## src/inc/tws_pkg.sv

```systemverilog
// Shared constants and types for the two-wire slave block.
package tws_pkg;
  localparam logic [7:0] OFS_OWN   = 8'h00;
  localparam logic [7:0] OFS_CTRL  = 8'h04;
  localparam logic [7:0] OFS_STAT  = 8'h08;
  localparam logic [7:0] OFS_DATA  = 8'h0C;
  localparam int         C_INT     = 7;
  localparam int         C_ACK     = 6;
  localparam int         C_STA     = 5;
  localparam int         C_STO     = 4;
  localparam int         C_WC      = 3;
  localparam int         C_EN      = 2;
  localparam int         C_IE      = 0;
  localparam int         OWN_GC    = 0;
  localparam logic [7:0] OWN_RST   = 8'h00;
  localparam logic [7:0] CTRL_RST  = 8'h00;
  localparam logic [7:0] DATA_RST  = 8'hFF;
  localparam logic [7:0] SH_RST    = 8'hFF;
  localparam logic [1:0] PRE_RST   = 2'h0;
  localparam logic [3:0] BYTE_BITS = 4'h8;
  localparam logic [7:0] ST_60     = 8'h60;
  localparam logic [7:0] ST_68     = 8'h68;
  localparam logic [7:0] ST_70     = 8'h70;
  localparam logic [7:0] ST_78     = 8'h78;
  localparam logic [7:0] ST_80     = 8'h80;
  localparam logic [7:0] ST_88     = 8'h88;
  localparam logic [7:0] ST_90     = 8'h90;
  localparam logic [7:0] ST_98     = 8'h98;
  localparam logic [7:0] ST_A0     = 8'hA0;
  localparam logic [7:0] ST_A8     = 8'hA8;
  localparam logic [7:0] ST_B0     = 8'hB0;
  localparam logic [7:0] ST_B8     = 8'hB8;
  localparam logic [7:0] ST_C0     = 8'hC0;
  localparam logic [7:0] ST_C8     = 8'hC8;
  localparam logic [7:0] ST_F8     = 8'hF8;
  localparam logic [1:0] RESP_OKAY = 2'h0;
  localparam logic [1:0] RESP_SLV  = 2'h2;
  typedef enum logic [6:0] {
    S_IDLE = 7'h01,
    S_ADDR = 7'h02,
    S_AACK = 7'h04,
    S_RX   = 7'h08,
    S_RACK = 7'h10,
    S_TX   = 7'h20,
    S_TACK = 7'h40
  } tws_state_type;
endpackage : tws_pkg

```

## src/inc/tws_cond_if.sv

```systemverilog
// Bus conditions passed from the line detector to the slave engine.
`timescale 1ns/100ps
interface tws_cond_if;
  logic scl;
  logic sda;
  logic scl_rise;
  logic scl_fall;
  logic start;
  logic stop;
  logic busy;
  modport det (output scl, sda, scl_rise, scl_fall, start, stop, busy);
  modport eng (input scl, sda, scl_rise, scl_fall, start, stop, busy);
endinterface : tws_cond_if

```

## src/hdl/tws_cond_det.sv

```systemverilog
// Line synchroniser and START, STOP and clock edge detector.
`timescale 1ns/100ps
module tws_cond_det
(
  input  wire logic clk,
  input  wire logic reset_n,
  input  wire logic scl_in,
  input  wire logic sda_in,
  tws_cond_if.det   cnd
);
  logic scl_s1_ff, scl_s2_ff, scl_d_ff;
  logic sda_s1_ff, sda_s2_ff, sda_d_ff;
  logic busy_ff;
  logic nxt_busy;

  always_comb
  begin
    cnd.scl      = scl_s2_ff;
    cnd.sda      = sda_s2_ff;
    cnd.scl_rise = scl_s2_ff && !scl_d_ff;
    cnd.scl_fall = !scl_s2_ff && scl_d_ff;
    cnd.start    = scl_s2_ff && scl_d_ff && sda_d_ff && !sda_s2_ff;
    cnd.stop     = scl_s2_ff && scl_d_ff && !sda_d_ff && sda_s2_ff;
    cnd.busy     = busy_ff;
    nxt_busy     = busy_ff;
    if (cnd.start)
      nxt_busy = 1'b1;
    else if (cnd.stop)
      nxt_busy = 1'b0;
  end

  always_ff @(posedge clk)
  begin
    if (!reset_n)
    begin
      scl_s1_ff <= 1'b1;
      scl_s2_ff <= 1'b1;
      scl_d_ff  <= 1'b1;
      sda_s1_ff <= 1'b1;
      sda_s2_ff <= 1'b1;
      sda_d_ff  <= 1'b1;
      busy_ff   <= 1'b0;
    end
    else
    begin
      scl_s1_ff <= scl_in;
      scl_s2_ff <= scl_s1_ff;
      scl_d_ff  <= scl_s2_ff;
      sda_s1_ff <= sda_in;
      sda_s2_ff <= sda_s1_ff;
      sda_d_ff  <= sda_s2_ff;
      busy_ff   <= nxt_busy;
    end
  end
endmodule : tws_cond_det

```

## src/hdl/tws_slave_top.sv

```systemverilog
// Two-wire slave engine with AXI4-Lite register access.
// Behaviour
// RL1 - General-call byte acked gives 0x90; next byte acked only if ack_enable.
// RL2 - General-call byte not acked gives 0x98; slave becomes not addressed.
// RL3 - STOP or repeated START while addressed gives 0xA0 and not addressed; code gives 0xA0 only from S_RX or S_RACK, other states just drop the address.
// RL4 - Leaving terminal state with start_request queues START until bus free.
// RL5 - Status code read with prescaler bits zero or masked off.
// RL6 - Own address in upper seven bits; bit zero enables general call.
// RL7 - Software arms with interface_enable and ack_enable set, requests clear.
// RL8 - Matched address with read bit enters transmit, else receive.
// RL9 - After address acknowledge, flag is set and status valid.
// RL10 - Lost arbitration then addressed for read gives 0xB0 and transmits.
// RL11 - Last byte sent gives 0xC0 on NACK, 0xC8 on ACK.
// RL12 - After last byte, slave releases data so master reads ones.
// RL13 - With ack_enable clear, own address is ignored but bus still watched.
// RL14 - In clock-stopped sleep, address matching and acknowledge still work.
// RL15 - Sleep match wakes device and holds clock low until flag cleared.
// RL16 - Data register may miss the last bus byte after sleep wake.
// RL17 - Own address read acked gives 0xA8, then loaded byte is sent.
// RL18 - Transmitted byte acked by master gives 0xB8, next byte sent.
// RL19 - With flag clear, status reads 0xF8.
// RL20 - While flag set in a slave state, clock is held low.
//
// Our own choices: the AXI4-Lite slave port and the register addresses.
`timescale 1ns/100ps
module tws_slave_top
(
  input  wire logic        CLK,
  input  wire logic        RESET_N,
  input  wire logic [7:0]  AWADDR,
  input  wire logic        AWVALID,
  output logic             AWREADY,
  input  wire logic [31:0] WDATA,
  input  wire logic [3:0]  WSTRB,
  input  wire logic        WVALID,
  output logic             WREADY,
  output logic [1:0]       BRESP,
  output logic             BVALID,
  input  wire logic        BREADY,
  input  wire logic [7:0]  ARADDR,
  input  wire logic        ARVALID,
  output logic             ARREADY,
  output logic [31:0]      RDATA,
  output logic [1:0]       RRESP,
  output logic             RVALID,
  input  wire logic        RREADY,
  input  wire logic        SCL_IN,
  output logic             SCL_OUT,
  output logic             SCL_OE_N,
  input  wire logic        SDA_IN,
  output logic             SDA_OUT,
  output logic             SDA_OE_N,
  input  wire logic        SLEEP_IN,
  output logic             WAKE_REQ,
  input  wire logic        ARB_LOST,
  output logic             START_ISSUE
);
  import tws_pkg::*;

  tws_cond_if cnd ();

  tws_cond_det u_det
  (
    .clk     (CLK),
    .reset_n (RESET_N),
    .scl_in  (SCL_IN),
    .sda_in  (SDA_IN),
    .cnd     (cnd.det)
  );

  tws_state_type state_ff, nxt_state;
  logic          aw_ff, nxt_aw, w_ff, nxt_w, bvalid_ff, nxt_bvalid, rvalid_ff, nxt_rvalid;
  logic [7:0]    awaddr_ff, nxt_awaddr, wdata_ff, nxt_wdata;
  logic          wstrb_ff, nxt_wstrb;
  logic [1:0]    bresp_ff, nxt_bresp, rresp_ff, nxt_rresp;
  logic [7:0]    rdata_ff, nxt_rdata;
  logic [7:0]    own_ff, nxt_own, ctrl_ff, nxt_ctrl, data_ff, nxt_data, code_ff, nxt_code;
  logic [1:0]    pre_ff, nxt_pre;
  logic [7:0]    sh_ff, nxt_sh;
  logic [3:0]    cnt_ff, nxt_cnt;
  logic          rd_ff, nxt_rd, gc_ff, nxt_gc, ackq_ff, nxt_ackq, last_ff, nxt_last;
  logic          mack_ff, nxt_mack, arb_ff, nxt_arb, pend_ff, nxt_pend, issue_ff, nxt_issue;
  logic          sleep_s1_ff, sleep_s2_ff;
  logic          scl_oe_n_ff, nxt_scl_oe_n, sda_oe_n_ff, nxt_sda_oe_n;
  logic          do_wr, clr, set, addressed, nxt_addressed, own_hit, gc_hit;
  logic [7:0]    stat_view;

  assign AWREADY     = !aw_ff && !bvalid_ff;
  assign WREADY      = !w_ff && !bvalid_ff;
  assign ARREADY     = !rvalid_ff;
  assign BVALID      = bvalid_ff;
  assign BRESP       = bresp_ff;
  assign RVALID      = rvalid_ff;
  assign RRESP       = rresp_ff;
  assign RDATA       = {24'h000000, rdata_ff};
  assign SCL_OUT     = 1'b0;
  assign SDA_OUT     = 1'b0;
  assign SCL_OE_N    = scl_oe_n_ff;
  assign SDA_OE_N    = sda_oe_n_ff;
  assign START_ISSUE = issue_ff;
  assign WAKE_REQ    = sleep_s2_ff && ctrl_ff[C_INT];
  assign do_wr       = aw_ff && w_ff && !bvalid_ff;
  assign addressed   = state_ff inside {S_AACK, S_RX, S_RACK, S_TX, S_TACK};
  assign own_hit     = sh_ff[7:1] == own_ff[7:1];
  // The general call only counts when enabled and with the write direction.
  assign gc_hit      = sh_ff[7:1] == 7'h00 && own_ff[OWN_GC] && !sh_ff[0]; // [RL6]
  assign stat_view   = ctrl_ff[C_INT] ? {code_ff[7:2], pre_ff} : {ST_F8[7:2], pre_ff}; // [RL19] [RL5]

  always_comb
  begin
    nxt_aw = aw_ff; nxt_w = w_ff; nxt_awaddr = awaddr_ff; nxt_wdata = wdata_ff;
    nxt_wstrb = wstrb_ff; nxt_bvalid = bvalid_ff; nxt_bresp = bresp_ff;
    nxt_rvalid = rvalid_ff; nxt_rresp = rresp_ff; nxt_rdata = rdata_ff;
    nxt_own = own_ff; nxt_ctrl = ctrl_ff; nxt_data = data_ff; nxt_code = code_ff;
    nxt_pre = pre_ff; nxt_state = state_ff; nxt_sh = sh_ff; nxt_cnt = cnt_ff;
    nxt_rd = rd_ff; nxt_gc = gc_ff; nxt_ackq = ackq_ff; nxt_last = last_ff;
    nxt_mack = mack_ff; nxt_arb = arb_ff || ARB_LOST; nxt_pend = pend_ff;
    nxt_issue = 1'b0;
    clr = 1'b0;
    set = 1'b0;
    if (AWVALID && AWREADY)
    begin
      nxt_aw = 1'b1;
      nxt_awaddr = AWADDR;
    end
    if (WVALID && WREADY)
    begin
      nxt_w = 1'b1;
      nxt_wdata = WDATA[7:0];
      nxt_wstrb = WSTRB[0];
    end
    if (BVALID && BREADY)
      nxt_bvalid = 1'b0;
    if (RVALID && RREADY)
      nxt_rvalid = 1'b0;
    if (do_wr)
    begin
      nxt_aw = 1'b0;
      nxt_w = 1'b0;
      nxt_bvalid = 1'b1;
      nxt_bresp = RESP_OKAY;
      case (awaddr_ff)
        OFS_OWN:
          if (wstrb_ff)
            nxt_own = wdata_ff;
        OFS_CTRL:
          if (wstrb_ff)
          begin
            clr = wdata_ff[C_INT];
            nxt_ctrl = {ctrl_ff[C_INT] && !wdata_ff[C_INT], wdata_ff[6:4], ctrl_ff[C_WC], wdata_ff[2:0]};
          end
        OFS_STAT:
          if (wstrb_ff)
            nxt_pre = wdata_ff[1:0];
        OFS_DATA:
          if (wstrb_ff && ctrl_ff[C_INT])
          begin
            nxt_data = wdata_ff;
            nxt_ctrl[C_WC] = 1'b0;
          end
          else if (wstrb_ff)
            nxt_ctrl[C_WC] = 1'b1;
        default:
          nxt_bresp = RESP_SLV;
      endcase
    end
    if (ARVALID && ARREADY)
    begin
      nxt_rvalid = 1'b1;
      nxt_rresp = RESP_OKAY;
      case (ARADDR)
        OFS_OWN:  nxt_rdata = own_ff;
        OFS_CTRL: nxt_rdata = ctrl_ff;
        OFS_STAT: nxt_rdata = stat_view;
        OFS_DATA: nxt_rdata = data_ff;
        default:
        begin
          nxt_rdata = 8'h00;
          nxt_rresp = RESP_SLV;
        end
      endcase
    end
    // Software release of the flag: reload the transmitter or leave a terminal state.
    if (clr && ctrl_ff[C_INT])
    begin
      if (state_ff == S_TX)
      begin
        nxt_sh = data_ff;
        nxt_cnt = 4'h0;
        nxt_last = !nxt_ctrl[C_ACK]; // [RL17] [RL18]
      end
      if (nxt_ctrl[C_STO])
      begin
        nxt_state = S_IDLE;
        nxt_ctrl[C_STO] = 1'b0;
      end
      else if (state_ff == S_IDLE && nxt_ctrl[C_STA])
        nxt_pend = 1'b1; // [RL4]
    end
    if (pend_ff && !cnd.busy)
    begin
      nxt_pend = 1'b0;
      nxt_issue = 1'b1; // [RL4]
      nxt_ctrl[C_STA] = 1'b0;
    end
    // The engine works on the system clock whether or not the core sleeps. [RL14]
    if (!ctrl_ff[C_EN])
      nxt_state = S_IDLE;
    else if (cnd.start || cnd.stop)
    begin
      if (state_ff inside {S_RX, S_RACK})
      begin
        set = 1'b1;
        nxt_code = ST_A0; // [RL3]
      end
      nxt_state = cnd.start ? S_ADDR : S_IDLE;
      nxt_cnt = 4'h0;
    end
    else
    begin
      case (state_ff)
        S_ADDR, S_RX:
          if (cnd.scl_rise)
          begin
            nxt_sh = {sh_ff[6:0], cnd.sda};
            nxt_cnt = cnt_ff + 4'h1;
          end
          else if (cnd.scl_fall && cnt_ff == BYTE_BITS)
          begin
            nxt_cnt = 4'h0;
            if (state_ff == S_RX)
            begin
              nxt_ackq = ctrl_ff[C_ACK]; // [RL1]
              nxt_state = S_RACK;
            end
            else if (ctrl_ff[C_ACK] && (own_hit || gc_hit)) // [RL13] [RL6] [RL8]
            begin
              nxt_rd = sh_ff[0];
              nxt_gc = !own_hit;
              nxt_state = S_AACK;
            end
            else
              nxt_state = S_IDLE;
          end
        S_AACK:
          if (cnd.scl_fall)
          begin
            set = 1'b1; // [RL9]
            nxt_arb = 1'b0;
            nxt_state = rd_ff ? S_TX : S_RX; // [RL8]
            nxt_sh = data_ff;
            nxt_last = !ctrl_ff[C_ACK];
            if (rd_ff)
              nxt_code = arb_ff ? ST_B0 : ST_A8; // [RL10] [RL17]
            else if (gc_ff)
              nxt_code = arb_ff ? ST_78 : ST_70;
            else
              nxt_code = arb_ff ? ST_68 : ST_60;
          end
        S_RACK:
          if (cnd.scl_fall)
          begin
            set = 1'b1;
            // Asleep, the byte is not kept in the data register. [RL16]
            if (!sleep_s2_ff)
              nxt_data = sh_ff;
            nxt_state = ackq_ff ? S_RX : S_IDLE; // [RL2]
            if (gc_ff)
              nxt_code = ackq_ff ? ST_90 : ST_98; // [RL1] [RL2]
            else
              nxt_code = ackq_ff ? ST_80 : ST_88;
          end
        S_TX:
          if (cnd.scl_fall)
          begin
            nxt_sh = {sh_ff[6:0], 1'b1};
            nxt_cnt = cnt_ff + 4'h1;
            if (cnt_ff == BYTE_BITS - 4'h1)
              nxt_state = S_TACK;
          end
        S_TACK:
          if (cnd.scl_rise)
            nxt_mack = !cnd.sda;
          else if (cnd.scl_fall)
          begin
            set = 1'b1;
            nxt_cnt = 4'h0;
            if (last_ff)
            begin
              nxt_code = mack_ff ? ST_C8 : ST_C0; // [RL11]
              nxt_state = S_IDLE; // [RL12]
            end
            else
            begin
              nxt_code = mack_ff ? ST_B8 : ST_C0; // [RL18]
              nxt_state = mack_ff ? S_TX : S_IDLE;
            end
          end
        default:
          nxt_cnt = 4'h0;
      endcase
    end
    // A hardware set in the same cycle as a software clear wins.
    if (set)
      nxt_ctrl[C_INT] = 1'b1;
    nxt_addressed = nxt_state inside {S_AACK, S_RX, S_RACK, S_TX, S_TACK};
    nxt_scl_oe_n = !(nxt_ctrl[C_INT] && nxt_addressed); // [RL20] [RL15]
    nxt_sda_oe_n = !(nxt_state == S_AACK || (nxt_state == S_RACK && nxt_ackq)
                    || (nxt_state == S_TX && !nxt_sh[7])); // [RL12]
  end

  always_ff @(posedge CLK)
  begin
    if (!RESET_N)
    begin
      aw_ff <= 1'b0; w_ff <= 1'b0; awaddr_ff <= 8'h00; wdata_ff <= 8'h00;
      wstrb_ff <= 1'b0; bvalid_ff <= 1'b0; bresp_ff <= RESP_OKAY;
      rvalid_ff <= 1'b0; rresp_ff <= RESP_OKAY; rdata_ff <= 8'h00;
      own_ff <= OWN_RST; ctrl_ff <= CTRL_RST; data_ff <= DATA_RST;
      code_ff <= ST_F8; pre_ff <= PRE_RST; state_ff <= S_IDLE;
      sh_ff <= SH_RST; cnt_ff <= 4'h0; rd_ff <= 1'b0; gc_ff <= 1'b0;
      ackq_ff <= 1'b0; last_ff <= 1'b0; mack_ff <= 1'b0; arb_ff <= 1'b0;
      pend_ff <= 1'b0; issue_ff <= 1'b0;
      sleep_s1_ff <= 1'b0; sleep_s2_ff <= 1'b0;
      scl_oe_n_ff <= 1'b1; sda_oe_n_ff <= 1'b1;
    end
    else
    begin
      aw_ff <= nxt_aw; w_ff <= nxt_w; awaddr_ff <= nxt_awaddr; wdata_ff <= nxt_wdata;
      wstrb_ff <= nxt_wstrb; bvalid_ff <= nxt_bvalid; bresp_ff <= nxt_bresp;
      rvalid_ff <= nxt_rvalid; rresp_ff <= nxt_rresp; rdata_ff <= nxt_rdata;
      own_ff <= nxt_own; ctrl_ff <= nxt_ctrl; data_ff <= nxt_data;
      code_ff <= nxt_code; pre_ff <= nxt_pre; state_ff <= nxt_state;
      sh_ff <= nxt_sh; cnt_ff <= nxt_cnt; rd_ff <= nxt_rd; gc_ff <= nxt_gc;
      ackq_ff <= nxt_ackq; last_ff <= nxt_last; mack_ff <= nxt_mack; arb_ff <= nxt_arb;
      pend_ff <= nxt_pend; issue_ff <= nxt_issue;
      sleep_s1_ff <= SLEEP_IN; sleep_s2_ff <= sleep_s1_ff;
      scl_oe_n_ff <= nxt_scl_oe_n; sda_oe_n_ff <= nxt_sda_oe_n;
    end
  end
endmodule : tws_slave_top

```

## config.mk

```make
export PLATFORM = sky130hd
export DESIGN_NAME = tws_slave_top
export DESIGN_NICKNAME = d
export VERILOG_FILES = /design/src/inc/tws_pkg.sv /design/src/inc/tws_cond_if.sv /design/src/hdl/tws_cond_det.sv /design/src/hdl/tws_slave_top.sv
export SDC_FILE = /design/constraint.sdc
export NUM_CORES = 1
export LEC_CHECK = 0
export BUFFER_PORTS_ARGS = -buffer_cell sky130_fd_sc_hd__buf_2
export CORE_MARGIN = 2
export CORE_UTILIZATION = 55
export CTS_BUF_LIST = sky130_fd_sc_hd__clkbuf_8
export DETAILED_ROUTE_END_ITERATION = 10
export PLACE_DENSITY_LB_ADDON = 0.25
export SLEW_MARGIN = 20
export SYNTH_ARGS = -nofsm -noshare
export SYNTH_HDL_FRONTEND = slang
export SYNTH_SLANG_ARGS = --single-unit
```

## constraint.sdc

```tcl
create_clock -name CLK -period 4.12 [get_ports CLK]
set_input_delay 0 -clock CLK [delete_from_list [all_inputs] [get_ports CLK]]
set_output_delay 0 -clock CLK [all_outputs]
set_load 0.02 [all_outputs]
```

# After elaboration in Yosys (flattened, before gate mapping)
# Cells that the tools add are included.
# totals
out_inout_bits,47
register_bits,105
# classes
n_eq_ne,26
n_reduce_logical,76
add_sub_neg,1
n_mux,108
bitwise,6
# ops
op,n
8-bit 2-to-1 mux,25
7-bit 2-to-1 mux,14
4-bit 2-to-1 mux,16
8-bit one-hot mux with 3 select lines,2
7-bit one-hot mux with 5 select lines,1
1-bit 2-to-1 mux,34
8-bit by 4-bit equality test with 1-bit output (second input constant),4
8-bit one-hot mux with 4 select lines,1
1-bit logical AND,29
5-bit 2-to-1 mux,4
6-bit 2-to-1 mux,3
1-bit zero test,17
8-bit by 3-bit equality test with 1-bit output (second input constant),2
8-bit zero test,2
4-bit one-hot mux with 4 select lines,1
7-bit by 3-bit equality test with 1-bit output (second input constant),2
7-bit by 4-bit equality test with 1-bit output (second input constant),2
7-bit by 5-bit equality test with 1-bit output (second input constant),2
7-bit by 6-bit equality test with 1-bit output (second input constant),2
7-bit equality test (second input constant),2
7-bit AND reduction,2
3-bit by 2-bit inequality test with 1-bit output (second input constant),4
3-bit AND reduction,4
2-bit nonzero test,5
18 further kinds,37

# Logic depth before layout (Yosys ltp)
# logic_depth
ltp_word,17
depth_mapped,10

# Modules after synthesis
# From an unflattened synthesis, not the netlist that was laid out.
# unflattened
cells_unflattened,648
area_unflattened_um2,5539.1
# modules_own_cells
mod,seq_area_each_um2,n_inst,area_per_inst_um2,cells_each
tws_slave_top,1861.8,1,5290.1,626
tws_cond_det,140.1,1,249.0,22

# Worst setup path after synthesis
# Ideal clock, no wire load.
# synth_path
path_kind,reg2reg
start,register state_ff[5]
end,register scl_oe_n_ff (netlist: SCL_OE_N)
arrival_ns,2.058
path_buffers,1
setup_ns,0.138
stages_incl_launch_ff,10
setup_slack_ns,1.923
synth_period_minus_slack_ns,2.197
cell_sequence,dfxtp_1 -> buf_6 -> or4_4 -> nor3_4 -> a22oi_2 -> a21oi_4 -> a21oi_2 -> xnor2_1 -> a211oi_1 -> o2111ai_1
# synth_via
elab_chain_cells,11
word_cells_on_any_way,36
cone_classes,eq/ne: 11; mux: 19; reduce/logical: 6
# synth_lines
item,line,source
from (decl),tws_slave_top.sv:71,"tws_state_type state_ff, nxt_state;"
from (signal assigned),tws_slave_top.sv:333,code_ff <= nxt_code; pre_ff <= nxt_pre; state_ff <= nxt_state;
7-bit by 4-bit equality test with 1-bit output / 7-bit 2-to-1 mux (equally long branches),-,
5-bit 2-to-1 mux / 7-bit 2-to-1 mux (equally long branches),"tws_slave_top.sv:231, tws_slave_top.sv:184",
"7-bit 2-to-1 mux, on equally long branches","tws_slave_top.sv:228, tws_slave_top.sv:278, tws_slave_top.sv:284",
"7-bit 2-to-1 mux, on equally long branches","tws_slave_top.sv:223, tws_slave_top.sv:274, tws_slave_top.sv:282",
7-bit one-hot mux with 5 select lines,tws_slave_top.sv:221,case (state_ff)
7-bit 2-to-1 mux,tws_slave_top.sv:209,else if (cnd.start || cnd.stop)
7-bit 2-to-1 mux,tws_slave_top.sv:207,if (!ctrl_ff[C_EN])
7-bit by 3-bit equality test with 1-bit output (tied with other cells),tws_slave_top.sv:306,"nxt_addressed = nxt_state inside {S_AACK, S_RX, S_RACK, S_TX, S_TACK};"
5-bit nonzero test,tws_slave_top.sv:306,
1-bit logical AND (*),tws_slave_top.sv:307,nxt_scl_oe_n = !(nxt_ctrl[C_INT] && nxt_addressed);
1-bit zero test (*),tws_slave_top.sv:307,
to (signal assigned),tws_slave_top.sv:338,scl_oe_n_ff <= nxt_scl_oe_n; sda_oe_n_ff <= nxt_sda_oe_n;
to (decl),tws_slave_top.sv:84,"logic scl_oe_n_ff, nxt_scl_oe_n, sda_oe_n_ff, nxt_sda_oe_n;"
# Mark *: on every way between the ends. The rest lies on a longest branch, timed or not.
# A chain may end at the register's enable or synchronous reset.

# Worst setup path in the final report
# layout_path
start,register state_ff[0]
end,register sda_oe_n_ff (netlist: SDA_OE_N)
# layout_via
elab_chain_cells,12
word_cells_on_any_way,44
cone_classes,eq/ne: 9; mux: 28; reduce/logical: 7
# layout_lines
item,line,source
7-bit by 4-bit equality test with 1-bit output / 7-bit 2-to-1 mux (equally long branches),"tws_slave_top.sv:221, tws_slave_top.sv:231, tws_slave_top.sv:192",
5-bit 2-to-1 mux / 7-bit 2-to-1 mux (equally long branches),"tws_slave_top.sv:231, tws_slave_top.sv:184",
"7-bit 2-to-1 mux, on equally long branches","tws_slave_top.sv:228, tws_slave_top.sv:278, tws_slave_top.sv:284",
"7-bit 2-to-1 mux, on equally long branches","tws_slave_top.sv:223, tws_slave_top.sv:274, tws_slave_top.sv:282",
7-bit one-hot mux with 5 select lines,tws_slave_top.sv:221,
7-bit 2-to-1 mux,tws_slave_top.sv:209,
7-bit 2-to-1 mux,tws_slave_top.sv:207,
7-bit by 5-bit equality test with 1-bit output,tws_slave_top.sv:308,nxt_sda_oe_n = !(nxt_state == S_AACK || (nxt_state == S_RACK && nxt_ackq)
1-bit logical AND,tws_slave_top.sv:308,
1-bit logical OR,tws_slave_top.sv:308,
1-bit logical OR (*),tws_slave_top.sv:309,|| (nxt_state == S_TX && !nxt_sh[7]));
1-bit zero test (*),tws_slave_top.sv:308,
to (signal assigned),tws_slave_top.sv:338,
to (decl),tws_slave_top.sv:84,
# Marked as above.

==> out/metrics.csv <==
stage,metric,value,unit
grt,use_met2,44.4,%
sta,rsz0062_at_grt,false,
setup_path,slowest_stage,dfxtp_1,
floorplan,die-width,103,um
synth,ys_warn_count,0,
setup_path,critical_path_buf_inv_count,1,
placement,dpl.hpwl,9770,um
setup_path,crit_type,reg -> reg,
synth,ys.flop_type,dfxtp_1,
synth,yosysSeqAreaShare,37.2,%
grt,gr-usage-met1,34.0,%
setup_path,path_max_fanout,13,
power_and_ir_drop,max-vdd-ir-drop,193,uV
synth,yosysTopAreaCellShare,37.2,%
route,wl_per_cell,16.3,um
setup_path,reg2reg_depth,9,
setup_path,startpoint_type,register,
cts,numCtsBuffers,9,
setup_path,crit_chain,"nor3_1, nand3_1, nor4_2, buf_4, mux2i_1, o22ai_2, nor3b_1, o211a_1, o211ai_2",
sta,max_freq,345,MHz
job,drv_cap,0,
cts,clk_pin_slew,100,ps
setup_path,crit_required,4380,ps
sta,min_period_over_period,70.4,%
floorplan,start_util,55.9,%
synth,synth_seq_cells,100,
cells_and_area,drive_gt1_share,15.1,%
power_and_ir_drop,p_leak,2.25,nW
power_and_ir_drop,powerDensity,300,mW/mm^2
grt,gr-usage-all-layers,26.9,%
synth,synthTopCellsByArea,"dfxtp_1 37%, nand2_1 7.8%, a21oi_1 4.9%",
grt,grt_pass1_wl,21900,um
synth,synth-edff-count,0,
floorplan,core,0.00964,mm^2
synth,async_flop_share,0,%
floorplan,rows,36,
cells_and_area,num-nets-final,782,
worst_hold_path,worstHoldEndpoint,RRESP[1],
sta,tightestPinTransition,1070,ps
route,viasPerCell,5.83,
setup_path,crit_arrival,3170,ps
power_and_ir_drop,power,1.80,mW
synth,synth_compound_area_share,19.6,%
synth,yosys.area_share.simple,27.3,%
synth,yosys-top-cells-count,"112 x nand2_1, 100 x dfxtp_1, 59 x nor2_1",
placement,port_buffers,54,
worst_hold_path,hp-class,in -> reg,
worst_hold_path,hold_path_depth,3,
route,drt_pre_antenna_iters,7,
cells_and_area,area_delta_synth_final,11.4,%
synth,synthMuxAreaShare,5.16,%
floorplan,die-area,0.0106,mm^2
cts,cts_buffer_depth,2,
synth,postSynthAreaPerCell,8.08,um^2
sta,period_needed,2900,ps
setup_path,r2r-start,state_ff[0],
synth,synth.largest_area_cell,dfxtp_1,
cts,cts_tree,done,
synth,synthAdderAreaFrac,0.465,%
cts,cts.sinks,100,
setup_path,r2r-end,SDA_OE_N,
sta,setup_viol,0,
synth,syn-instance-count,667,
grt,grt-busiest-layer,met2,
setup_path,worst-r2r-setup-slack,1220,ps
worst_hold_path,hp-start,ARADDR[5],
synth,ys_types,74,
route,routed_wl,13900,um
cts,clockRootBuffer,clkbuf_8,
route,antenna_left,0,
synth,synth_top_family_by_area,simple AND/OR/NAND/NOR gates,
sta,finClkSkew,14.8,ps
run_status,outcome,"finished, violations left",
grt,grt_pass1_vias,4443,
synth,synth.most_common_cell,nand2_1,
synth,syn_area,0.00539,mm^2
synth,synth_xor_area_share,2.09,%
cts,cts_setup_buffers,0,
sta,hold_violations,1,
setup_path,max_stage_delay,510,ps
route,drtIter0Drc,309,
grt,grt_overflow,0,
route,num_vias,4986,
sta,max-slew-margin-rel,28.3,%
floorplan,fp.dieH,103,um
grt,use_met3,3.80,%
route,route.detailed.drc,0,
placement,routabilityCongestion,0.922,
cts,h-tree-depth,3,
grt,antenna_found_initial,0,
floorplan,io_pins,110,
setup_path,worstSetupEndpointType,register,
setup_path,critical_path.top_delay_family,simple AND/OR/NAND/NOR gates,
sta,finalSetupTns,0,ps
sta,worst_hold_slack,-0.369,ps
cts,clk_latency,390,ps
sta,slew_viol_final,0,
run_status,violations,hold timing,
cells_and_area,diodes,0,
grt,grt_max_degree,63,
## power breakdown
group / switching [mW] / internal (mW) / leakage, nW
sequential: 0.0253 / 0.987 / 0.812
combinational: 0.101 / 0.0617 / 1.35
clock: 0.380 / 0.246 / 0.0914
total: 0.507 / 1.29 / 2.25
## worst min-delay path, stage by stage
cell	delay (ps)
buf_2	90
nor4_2	80
nor3_1	170
## per-layer routing
layer / share of wire [%] / up-vias / routed length [um]
li1: - / 2409 / -
met3: 6.9 / 41 / 965
met5: 0 / - / 0
met4: 4.2 / 0 / 578
met2: 47 / 209 / 6490
met1: 42 / 2327 / 5870
## sequential cells by signal, indices dropped and copies added, names as in the netlist, 2 cells and up
register   cells
own_ff         8
ctrl_ff        8
state_ff       7
rdata_ff       8
code_ff        5
sh_ff          8
wdata_ff       8
cnt_ff         4
pre_ff         2
awaddr_ff      8
data_ff        8
## repair_timing
action	in CTS	in global routing
hold endpoints to repair	24	0
hold buffers	25	0
resized for setup	0	0
## kinds of logic after synthesis
group	after synthesis
DFF	100
and+or+nand+nor	291
buffers and inverters	81
other	1
xor gates and xnor gates	12
AOI/OAI and AO/OA	161
muxes	19
adders and majority gates	2
## cell usage in the layout (no fill, tap or decap), types with 4 or more instances in the layout
master / count
a21oi_1: 53
a22oi_1: 14
a31oi_1: 7
and2_1: 9
and3_1: 4
buf_2: 54
clkbuf_8: 10
conb_1: 28
dfxtp_1: 100
dlygate4sd3_1: 25
inv_1: 10
mux2i_1: 12
mux4_2: 7
nand2_1: 112
nand2b_1: 19
nand3_1: 30
nand4_1: 9
nor2_1: 59
nor2b_1: 8
nor3_1: 8
nor4_1: 5
o211ai_1: 5
o21ai_0: 34
o221ai_1: 8
xnor2_1: 9
## how the worst max path moves through the flow
stage,startpoint,endpoint,cells after the start
finish,state_ff[0],SDA_OE_N,9
detailed placement,state_ff[0],SDA_OE_N,9
global placement,state_ff[0],SDA_OE_N,9
global route,state_ff[0],SDA_OE_N,9
floorplan,state_ff[5],SCL_OE_N,9
CTS,state_ff[0],SDA_OE_N,9
## metrics by stage
step	area (um^2)	util, %	hold slack [ps]	setup slack [ps]	instances
final	6000	62.2	-0.369	1220	855
after CTS	6000	62.2	3.43	1250	855
after global placement	5550	57.6	185	1320	814
after detailed placement	5560	57.7	186	1250	814
after floorplan	5490	-	99.0	1920	694
after global routing	6000	62.2	22.9	991	855
## cell type report
type | count | area [um^2]
fillers | 855 | 3640
multi-input cells | 513 | 3060
inverters | 11 | 41.3
flip-flops and latches | 100 | 2000
repair buffers | 82 | 543
clock inverters | 6 | 52.6
well taps | 133 | 166
clock buffers | 10 | 138
Note: power is estimated with default switching activity, not from simulation.
